<file path="src/hw/lmb_pkg.sv">
// constants and types shared by the display and memory bus port
package lmb_pkg;
	localparam int CLK_MHZ = 200;
	localparam int SETUP_NS = 10;
	localparam int STROBE_NS = 70;
	localparam int HOLD_NS = 10;
	localparam int SETUP_CYC = (SETUP_NS * CLK_MHZ + 999) / 1000;
	localparam int STROBE_CYC = (STROBE_NS * CLK_MHZ + 999) / 1000;
	localparam int HOLD_CYC = (HOLD_NS * CLK_MHZ + 999) / 1000;
	localparam int CNT_W = 8;
	localparam int ADDR_W = 22;
	localparam int DATA_W = 16;
	localparam int DISP_W = 8;
	localparam int CMD_BIT = 2;
	localparam int FLASH_WORD_W = 22;
	localparam int RAM_WORD_W = 20;
	localparam int FIFO_DEPTH = 32;
	localparam logic [1:0] TGT_DISPLAY = 2'h0;
	localparam logic [1:0] TGT_FLASH = 2'h1;
	localparam logic [1:0] TGT_RAM = 2'h2;

	typedef enum logic [1:0] {
		ST_IDLE = 2'b00,
		ST_SETUP = 2'b01,
		ST_STROBE = 2'b10,
		ST_HOLD = 2'b11
	} lmb_state_t;

	typedef struct packed {
		logic write;
		logic cmd;
		logic [1:0] target;
		logic [1:0] byte_en;
		logic [ADDR_W-1:0] addr;
		logic [DATA_W-1:0] data;
	} lmb_req_t;

	localparam int REQ_W = $bits(lmb_req_t);
endpackage

</file>
<file path="src/hw/lmb_stream_if.sv">
// valid/ready stream carrier between the port's own modules
interface lmb_stream_if #(
	parameter int WIDTH = 8
);
	logic valid;
	logic ready;
	logic [WIDTH-1:0] data;
	modport src (output valid, output data, input ready);
	modport snk (input valid, input data, output ready);
endinterface

</file>
<file path="src/hw/lmb_fifo.sv">
// request fifo in front of the bus engine
module lmb_fifo #(
	parameter int WIDTH = 8,
	parameter int DEPTH = 32
) (
	input wire logic clock,
	input wire logic rst,
	lmb_stream_if.snk fill,
	lmb_stream_if.src drain
);
	localparam int AW = $clog2(DEPTH);
	localparam logic [AW:0] FULL_CNT = (AW+1)'(DEPTH);

	typedef struct packed {
		logic [AW-1:0] wr_ptr;
		logic [AW-1:0] rd_ptr;
		logic [AW:0] count;
	} lmb_fifo_st_t;

	lmb_fifo_st_t s_r, s_nxt;
	logic [WIDTH-1:0] mem [DEPTH];
	logic push, pop;

	function automatic logic [AW-1:0] bump(input logic [AW-1:0] p);
		bump = (p == AW'(DEPTH - 1)) ? '0 : AW'(p + 1'b1);
	endfunction

	assign fill.ready = (s_r.count != FULL_CNT);
	assign drain.valid = (s_r.count != '0);
	assign drain.data = mem[s_r.rd_ptr];
	assign push = fill.valid & fill.ready;
	assign pop = drain.valid & drain.ready;

	always_comb begin
		s_nxt = s_r;
		if (push) begin
			s_nxt.wr_ptr = bump(s_r.wr_ptr);
		end
		if (pop) begin
			s_nxt.rd_ptr = bump(s_r.rd_ptr);
		end
		case ({push, pop})
			2'b10: s_nxt.count = s_r.count + 1'b1;
			2'b01: s_nxt.count = s_r.count - 1'b1;
			default: s_nxt.count = s_r.count;
		endcase
	end

	always_ff @(posedge clock or posedge rst) begin
		if (rst) begin
			s_r <= '0;
		end else begin
			s_r <= s_nxt;
		end
	end

	// storage has no reset; only the pointers and the count need a defined start
	always_ff @(posedge clock) begin
		if (push) begin
			mem[s_r.wr_ptr] <= fill.data;
		end
	end
endmodule // lmb_fifo

</file>
<file path="src/hw/lmb_port.sv">
// external bus port driving the display and the flash/pseudo-static ram package

module lmb_port #(
	parameter int DEPTH = lmb_pkg::FIFO_DEPTH
) (
	input wire logic clock,
	input wire logic rst,
	input wire logic req_valid,
	output logic req_ready,
	input wire logic req_write,
	input wire logic req_cmd,
	input wire logic [1:0] req_target,
	input wire logic [1:0] req_byte_en,
	input wire logic [lmb_pkg::ADDR_W-1:0] req_addr,
	input wire logic [lmb_pkg::DATA_W-1:0] req_wdata,
	output logic rd_valid,
	output logic [lmb_pkg::DATA_W-1:0] rd_data,
	output logic req_error,
	input wire logic glow_request,
	input wire logic sleep_mode,
	output logic panel_glow_enable,
	output logic display_select_n,
	output logic flash_select_n,
	output logic ram_select_n,
	output logic write_strobe_n,
	output logic output_strobe_n,
	output logic high_byte_enable,
	output logic [lmb_pkg::ADDR_W-1:0] bus_addr,
	output logic [lmb_pkg::DATA_W-1:0] bus_data_out,
	output logic bus_data_oe,
	input wire logic [lmb_pkg::DATA_W-1:0] bus_data_in
);
	localparam logic [lmb_pkg::CNT_W-1:0] SETUP_LAST = lmb_pkg::CNT_W'(lmb_pkg::SETUP_CYC - 1);
	localparam logic [lmb_pkg::CNT_W-1:0] STROBE_LAST = lmb_pkg::CNT_W'(lmb_pkg::STROBE_CYC - 1);
	localparam logic [lmb_pkg::CNT_W-1:0] HOLD_LAST = lmb_pkg::CNT_W'(lmb_pkg::HOLD_CYC - 1);

	typedef struct packed {
		lmb_pkg::lmb_state_t state;
		logic [lmb_pkg::CNT_W-1:0] cnt;
		logic write;
		logic rd_valid;
		logic [lmb_pkg::DATA_W-1:0] rd_data;
		logic error;
		logic glow;
		logic disp_sel_n;
		logic flash_sel_n;
		logic ram_sel_n;
		logic wr_n;
		logic oe_n;
		logic hi_en;
		logic [lmb_pkg::ADDR_W-1:0] addr;
		logic [lmb_pkg::DATA_W-1:0] dout;
		logic doe;
	} lmb_port_st_t;

	lmb_port_st_t s_r, s_nxt;
	lmb_pkg::lmb_req_t in_req, head;

	lmb_stream_if #(.WIDTH(lmb_pkg::REQ_W)) fill_if ();
	lmb_stream_if #(.WIDTH(lmb_pkg::REQ_W)) drain_if ();

	assign in_req.write = req_write;
	assign in_req.cmd = req_cmd;
	assign in_req.target = req_target;
	assign in_req.byte_en = req_byte_en;
	assign in_req.addr = req_addr;
	assign in_req.data = req_wdata;
	assign fill_if.valid = req_valid;
	assign fill_if.data = in_req;
	assign req_ready = fill_if.ready;

	lmb_fifo #(
		.WIDTH(lmb_pkg::REQ_W),
		.DEPTH(DEPTH)
	) u_fifo (
		.clock(clock),
		.rst(rst),
		.fill(fill_if),
		.drain(drain_if)
	);

	assign head = drain_if.data;
	// the engine pops only when idle, so a stalled bus backs the fifo up to the source
	assign drain_if.ready = (s_r.state == lmb_pkg::ST_IDLE);

	// byte lanes of a ram access: bit 0 of the address carries the low lane
	function automatic logic [lmb_pkg::ADDR_W-1:0] ram_addr(input lmb_pkg::lmb_req_t r);
		// bit 21 stays low: the ram spans only twenty word address bits
		ram_addr = lmb_pkg::ADDR_W'({r.addr[lmb_pkg::RAM_WORD_W:1], r.byte_en[0]});
	endfunction

	always_comb begin
		s_nxt = s_r;
		s_nxt.rd_valid = 1'b0;
		s_nxt.error = 1'b0;
		s_nxt.glow = glow_request & ~sleep_mode;
		case (s_r.state)
			lmb_pkg::ST_IDLE: begin
				if (drain_if.valid) begin
					s_nxt.write = head.write;
					s_nxt.cnt = SETUP_LAST;
					s_nxt.state = lmb_pkg::ST_SETUP;
					s_nxt.doe = head.write;
					s_nxt.hi_en = 1'b1;
					case (head.target)
						lmb_pkg::TGT_DISPLAY: begin
							if (head.write) begin
								s_nxt.disp_sel_n = 1'b0;
								s_nxt.addr = '0;
								s_nxt.addr[lmb_pkg::CMD_BIT] = head.cmd;
								s_nxt.dout = {{(lmb_pkg::DATA_W - lmb_pkg::DISP_W){1'b0}},
									head.data[lmb_pkg::DISP_W-1:0]};
							end else begin
								// display has no read path, the request is dropped
								s_nxt.error = 1'b1;
								s_nxt.state = lmb_pkg::ST_IDLE;
								s_nxt.doe = 1'b0;
							end
						end
						lmb_pkg::TGT_FLASH: begin
							s_nxt.flash_sel_n = 1'b0;
							s_nxt.addr = head.addr[lmb_pkg::FLASH_WORD_W-1:0];
							s_nxt.dout = head.data;
						end
						lmb_pkg::TGT_RAM: begin
							s_nxt.ram_sel_n = 1'b0;
							s_nxt.addr = ram_addr(head);
							s_nxt.hi_en = head.byte_en[1];
							s_nxt.dout = head.data;
						end
						default: begin
							s_nxt.error = 1'b1;
							s_nxt.state = lmb_pkg::ST_IDLE;
							s_nxt.doe = 1'b0;
						end
					endcase
				end
			end
			lmb_pkg::ST_SETUP: begin
				// address and select settle before the strobe falls
				if (s_r.cnt == '0) begin
					s_nxt.wr_n = ~s_r.write;
					s_nxt.oe_n = s_r.write;
					s_nxt.cnt = STROBE_LAST;
					s_nxt.state = lmb_pkg::ST_STROBE;
				end else begin
					s_nxt.cnt = s_r.cnt - 1'b1;
				end
			end
			lmb_pkg::ST_STROBE: begin
				if (s_r.cnt == '0) begin
					s_nxt.wr_n = 1'b1;
					s_nxt.oe_n = 1'b1;
					if (!s_r.write) begin
						// sampled while output strobe is still low
						s_nxt.rd_valid = 1'b1;
						s_nxt.rd_data = bus_data_in;
					end
					s_nxt.cnt = HOLD_LAST;
					s_nxt.state = lmb_pkg::ST_HOLD;
				end else begin
					s_nxt.cnt = s_r.cnt - 1'b1;
				end
			end
			lmb_pkg::ST_HOLD: begin
				// everything held a while after the strobe rises
				if (s_r.cnt == '0) begin
					s_nxt.disp_sel_n = 1'b1;
					s_nxt.flash_sel_n = 1'b1;
					s_nxt.ram_sel_n = 1'b1;
					s_nxt.doe = 1'b0;
					s_nxt.state = lmb_pkg::ST_IDLE;
				end else begin
					s_nxt.cnt = s_r.cnt - 1'b1;
				end
			end
			default: begin
				s_nxt.state = lmb_pkg::ST_IDLE;
			end
		endcase
	end

	always_ff @(posedge clock or posedge rst) begin
		if (rst) begin
			s_r <= '{state: lmb_pkg::ST_IDLE, cnt: '0, write: 1'b0, rd_valid: 1'b0, rd_data: '0,
				error: 1'b0, glow: 1'b0, disp_sel_n: 1'b1, flash_sel_n: 1'b1, ram_sel_n: 1'b1,
				wr_n: 1'b1, oe_n: 1'b1, hi_en: 1'b0, addr: '0, dout: '0, doe: 1'b0};
		end else begin
			s_r <= s_nxt;
		end
	end

	assign rd_valid = s_r.rd_valid;
	assign rd_data = s_r.rd_data;
	assign req_error = s_r.error;
	assign panel_glow_enable = s_r.glow;
	assign display_select_n = s_r.disp_sel_n;
	assign flash_select_n = s_r.flash_sel_n;
	assign ram_select_n = s_r.ram_sel_n;
	assign write_strobe_n = s_r.wr_n;
	assign output_strobe_n = s_r.oe_n;
	assign high_byte_enable = s_r.hi_en;
	assign bus_addr = s_r.addr;
	assign bus_data_out = s_r.dout;
	assign bus_data_oe = s_r.doe;
endmodule // lmb_port

</file>
<file path="config.mk">
export PLATFORM = sky130hd
export DESIGN_NAME = lmb_port
export DESIGN_NICKNAME = d
export VERILOG_FILES = /design/src/hw/lmb_pkg.sv /design/src/hw/lmb_stream_if.sv /design/src/hw/lmb_fifo.sv /design/src/hw/lmb_port.sv
export SDC_FILE = /design/constraint.sdc
export NUM_CORES = 2
export LEC_CHECK = 0
export BUFFER_PORTS_ARGS = -buffer_cell sky130_fd_sc_hd__buf_2
export CAP_MARGIN = 5
export CORE_UTILIZATION = 25
export DETAILED_ROUTE_END_ITERATION = 6
export PLACE_DENSITY = 0.46
export REMOVE_ABC_BUFFERS = 1
export SLEW_MARGIN = 20
export SYNTH_ARGS = -nofsm -noshare
export SYNTH_HDL_FRONTEND = slang
export SYNTH_SLANG_ARGS = --single-unit
export TNS_END_PERCENT = 30
</file>
<file path="constraint.sdc">
create_clock -name clock -period 7.96 [get_ports clock]
set_input_delay 1.592 -clock clock [delete_from_list [all_inputs] [get_ports clock]]
set_output_delay 1.592 -clock clock [all_outputs]
set_load 0.1 [all_outputs]
</file>
* After elaboration in Yosys (flattened, before gate mapping)
Memories as Yosys holds them, arrays and structs flattened. Cells that the tools add are included. Widths: inputs -> output; s select.
Storage, ports and cells: RAM bits 1408, flip-flop bits (word level) 91, output and inout bits 65, memories 1, logic and storage cells 108, input bits 65
Memories:
- u_fifo.mem | depth 32, bits a word 44, rd ports 1, clocked after Yosys merged registers in 0, write ports 1, line lmb_fifo.sv:21 | logic [WIDTH-1:0] mem [DEPTH];
Cells by class: reduce and logical (&&, ||, !) cells 19, multiplexer cells 39, add/sub/neg operators 5, bitwise gates (word level) 5, equality and inequality tests 20
Operators with widths (number):
- $pmux 38 s3 | 1
- $mux 17 | 3
- $pmux 10 s4 | 1
- $mux 38 | 1
- $mux 8 | 3
- $ne 2x2->1 const B | 9
- $reduce_and 4->1 | 4
- $mux 1 | 14
- $pmux 6 s2 | 1
- $mux 11 | 1
- $add 5x1->5 const B | 2
- $eq 5x5->1 const B | 2
- $mux 5 | 2
- $reduce_and 3->1 | 3
- $eq 2x2->1 const B | 4
- $logic_not 8->1 | 1
- $mux 2 | 4
- $pmux 1 s2 | 4
- $sub 8x1->8 const B | 1
- $add 6x1->6 const B | 1
- $eq 2x1->1 const B | 3
- $mux 3 | 2
- $ne 6x6->1 const B | 1
- $pmux 3 s2 | 1
- 12 further kinds | 19

* Longest topological paths before layout
An unclocked memory read counts as a cell.
word-level depth 6, depth in mapped cells 16, gate-level depth less buffers 13

* Hierarchy
Synthesis repeated with hierarchy kept, for this count alone.
Second synthesis, totals: cell total of the unflattened synthesis 3120, area total of the unflattened synthesis 58681.3 um^2
By module, submodules not included:
- lmb_fifo | cells each 2738, seq. area each 42680.9 um^2, times used 1, area each 54912.7 um^2
- lmb_port | cells each 382, seq. area each 1883.1 um^2, times used 1, area each 3768.6 um^2

* Least setup slack after synthesis
No wires, ideal clock.
path type input to register, start input req_valid, end memory u_fifo.mem[31][0] (netlist name) (enable), setup time 0.446 ns, setup slack 3.518 ns, arrival time 3.996 ns, buffers on the path 1, required time 7.514 ns, cell stages on the path 4, cell sequence and2_1 clkbuf_1 nand2_1 nor2_1
Between the ends: cells in the longest elaborated chain, start to end 3
RTL lines:
- start: declaration | line lmb_port.sv:8 | input wire logic req_valid,
- $and 1x1->1 | line lmb_fifo.sv:31 | assign push = fill.valid & fill.ready;
- $mux 1 | line lmb_fifo.sv:59 | if (push) begin
- $mux 1 (not written as such) | line lmb_fifo.sv:60 | mem[s_r.wr_ptr] <= fill.data;
- end: declaration | line lmb_fifo.sv:21
Every way passes these cells.

* Final worst setup path
start register u_fifo.s_r[6] (netlist name), end register s_r (netlist bit bus_addr[6])
Between the ends: cells in the longest elaborated chain, start to end 4, elaborated cells between the ends (all ways) 8, classes of those cells eq/ne (3); mux (1); reduce/logical (3); memory (1)
RTL lines:
- start: declaration | line lmb_fifo.sv:20 | lmb_fifo_st_t s_r, s_nxt;
- start signal: assignment | line lmb_fifo.sv:53 | s_r <= s_nxt;
- $mem_v2 32x44 (*)
- $eq 2x2->1, or another cell as far along | line lmb_port.sv:105 | case (head.target)
- $reduce_bool 3->1 (no source line) or $ne 2x2->1 (tied branches)
- $reduce_and 4->1 (no source line)
- end signal: assignment | line lmb_port.sv:185 | s_r <= '{state: lmb_pkg::ST_IDLE, cnt: '0, write: 1'b0, rd_valid: 1'b0, rd_data: '0,
- end signal: assignment | line lmb_port.sv:189 | s_r <= s_nxt;
- end: declaration | line lmb_port.sv:56 | lmb_port_st_t s_r, s_nxt;
Every way passes the cells marked *; elsewhere a longest branch is shown, timed or not. A chain may end at the register's enable or synchronous reset.

==> key figures <==
Status
  • Status: finished, final reports clean

Floorplanning
  • Die Y: 484.4 um
  • Initial Util: 0.2524
  • Die ar.: 0.2347 mm^2
  • Rows: 176
  • Die width: 484.4 um
  • IO Count: 130
  • Core Box Area: 0.2306 mm^2

Clocking
  • H-tree depth: 4
  • Clock Tree Root: clkbuf_16
  • Max clock buf depth: 3
  • CTS buffer count: 167
  • Clock Latency Late Sink: 840 ps
  • Setup bufs post-CTS: 0
  • Clock transition at the registers of the reported paths: 60 ps
  • Post_cts resized: 0
  • Total clock sinks: 1499
  • Post-CTS Hold Buffers: 0
  • CTS tree: done

Power
  • VDD IR max: 0.2703 mV
  • Combinational fraction of design power: 0.301
  • Switching Share: 0.3273
  • Part of the power in registers: 0.393
  • Cell Pwr Density: 363.3 mW/mm^2
  • Psw: 8.060 mW
  • Leakage power: 21.42 nW
  • Cell Int Power: 16.56 mW
  • Clock network power share: 0.306

Yosys
  • Share of the synthesized area in the top cell type: 0.7266
  • Post-synth EDFFs: 1408
  • Post-synthesis sequential area ratio: 0.7659
  • Asr flop ratio synth: 0.06071
  • Area leader, netlist: edfxtp_1
  • Area contributors post-synth: edfxtp_1 (73%), mux4_2 (15%), dfrtp_1 (3.7%)
  • Synthesized area: 0.05819 mm^2
  • Ys flop type: edfxtp_1
  • Synth Area per Inst: 22.12 um^2
  • Synth warn: 0
  • Synth unique cells: 51
  • Post-synthesis cell count: 2630
  • Flops & latches, synth: 1499

Detailed routing
  • Residual DRC: 0
  • DR vias/cell: 4.536
  • First drt pass iteration count: 5
  • Antenna-violating nets left: 0
  • Routed wire length: 158800 um
  • Initial DRC Count: 2438
  • WL/cell: 26.63 um
  • Vias: 27.06k

Timing
  • Setup violators final: 0
  • Fmax: 201.6 MHz
  • Minimum hold slack: 497.5 ps
  • Post-route minimum period: 4961 ps
  • Slew HR: 0.2595
  • Skew final: 62.75 ps
  • Fin crit share: 0.6232
  • RSZ-0062 raised after global routing: false
  • Slew Limit Fails: 0
  • Final hold vios: 0
  • Slew of the pin with the lowest slew margin: 1108 ps

Global routing
  • GRT Overall Usage: 0.1344
  • Largest net degree at the start of global routing: 105
  • Grt ovf: 0
  • First-pass GRT wire length: 222000 um
  • Vias in the first global route: 28.21k
  • Initial antenna violation count: 21

Worst setup path
  • Critical Path Start Type: flop
  • Worst EP required: 8650 ps
  • Kind of critical path: reg -> reg
  • CP Capture Type: flop
  • CP Max Fanout: 42
  • Critical path arrival: 5650 ps

Placed design
  • Post-place instance area: 0.06240 mm^2
  • Placer congestion estimate: 0.7100
  • Placed Cells: 5660
  • DP HPWL: 80930 um
  • Port bufs: 129

Cells and area
  • Area grow syn2layout: 16.47%
  • Utilization after layout: 0.2939
  • Nets: 2887
  • Finished Layout Cells: 5965
  • Post-Layout Inst Area: 0.06777 mm^2
  • Share of layout cells above drive strength 1: 0.3247
  • Commonest non-fill, non-tap cell in the layout: edfxtp_1
  • Commonest non-fill, non-tap cells in the layout: edfxtp_1 (1408), mux4_2 (398), clkbuf_16 (168)

Job
  • Max cap viols: 0

Min path
  • Worst hold path class: reg -> reg
-- layer usage --
layer / global-route usage / vias to the layer above / part of all wire
li1: - / 11250 / -
met1: 0.1858 / 14900 / 0.46
met2: 0.2154 / 687 / 0.48
met3: 0.02803 / 210 / 0.051
met4: 0.03108 / 10 / 0.018
met5: 0 / - / 0.00032
-- cell type report --
type                       instances  area [um^2]
inverter                          48        187.7
clock buffer                     223         4541
multi-input combinational        899        12700
tap                             3026         3786
antenna                            1        2.502
timing repair buffer             188         1146
sequential                      1499        44580
clock inverter                    81        828.3
fill                           22260       162800
-- flip-flops by register name, indices dropped and copies added (netlist names) --
name,cells
panel_glow_enable,1
display_select_n,1
u_fifo.s_r,16
bus_data_out,16
req_error,1
rd_valid,1
rd_data,16
flash_select_n,1
u_fifo.mem,1408
bus_addr,22
write_strobe_n,1
bus_data_oe,1
high_byte_enable,1
ram_select_n,1
output_strobe_n,1
s_r,11
-- metrics by stage --
step | setup TNS [ps] | setup slack, ps | power [mW]
6_report | 0 | 2999 | 24.62
5_1_grt | 0 | 2515 | 25.69
4_1_cts | 0 | 2736 | 25.00
3_5_place_dp | 0 | 2778 | 17.41
3_3_place_gp | 0 | 2271 | 17.37
2_1_floorplan | -460530 | -9648 | 15.72
-- cell families (layout without fill, tap and decap cells) --
family                   Yosys count  after routing  synth area share
flip-flops                      1499           1499            0.7659
multiplexers                     526            526            0.1779
buffers and inverters            232            540           0.02021
AND/OR/NAND/NOR                  212            212           0.01647
AO/OA/AOI/OAI                    130            130           0.01361
adder cells (fa/ha/maj)           19             19          0.004086
XOR/XNOR                          12             12          0.001806
other                              0              1                 0
-- worst max-delay path: stages (launching register included) --
cell and delay [ps]:
dfrtp_4 930, buf_4 750, buf_4 810, mux4_2 400, a21oi_1 90, a22o_1 290, a21boi_4 470, buf_4 600
mux2_2 400
-- path summary, 6_finish.rpt --
path	from	to	slack, ps	cells after the start
worst max-delay path	u_fifo.s_r[6]$_DFFE_PP0P_	bus_addr[6]$_DFFE_PP0P_	3000	8
worst max register to register	u_fifo.s_r[6]$_DFFE_PP0P_	bus_addr[6]$_DFFE_PP0P_	3000	8
max in group asynchronous	rst	u_fifo.s_r[9]$_DFFE_PP0P_	5650	3
worst min-delay path	rd_data[6]$_DFFE_PP0P_	rd_data[6]$_DFFE_PP0P_	500	1
min in group asynchronous	rst	panel_glow_enable$_DFF_PP0_	880	2
worst min register to register	rd_data[6]$_DFFE_PP0P_	rd_data[6]$_DFFE_PP0P_	500	1
-- cells in the mapped netlist, drive strengths merged (4+ instances only) --
library cell	instances
o22ai	36
dfrtp	86
xnor2	4
dfstp	5
buf	135
a31oi	4
nand3	8
clkbuf	49
nor3	9
edfxtp	1408
or3	5
nand2	65
nand3b	8
mux2i	41
inv	48
mux2	87
nand2b	6
a21o	4
xor2	8
a211oi	6
a21oi	43
nor2b	4
nor2	85
o221ai	5
ha	19
o21ai	19
mux4	398
-- power groups by stage --
stage,Clock (mW),Sequential [mW],Combinational (mW)
2_1_floorplan,0,10.9,4.81
4_1_cts,7.73,9.70,7.57
5_1_grt,8.01,9.75,7.93
6_report,7.53,9.67,7.42
3_5_place_dp,0,9.86,7.55
3_3_place_gp,0,9.85,7.52
Note: power is estimated with default switching activity, not from simulation.
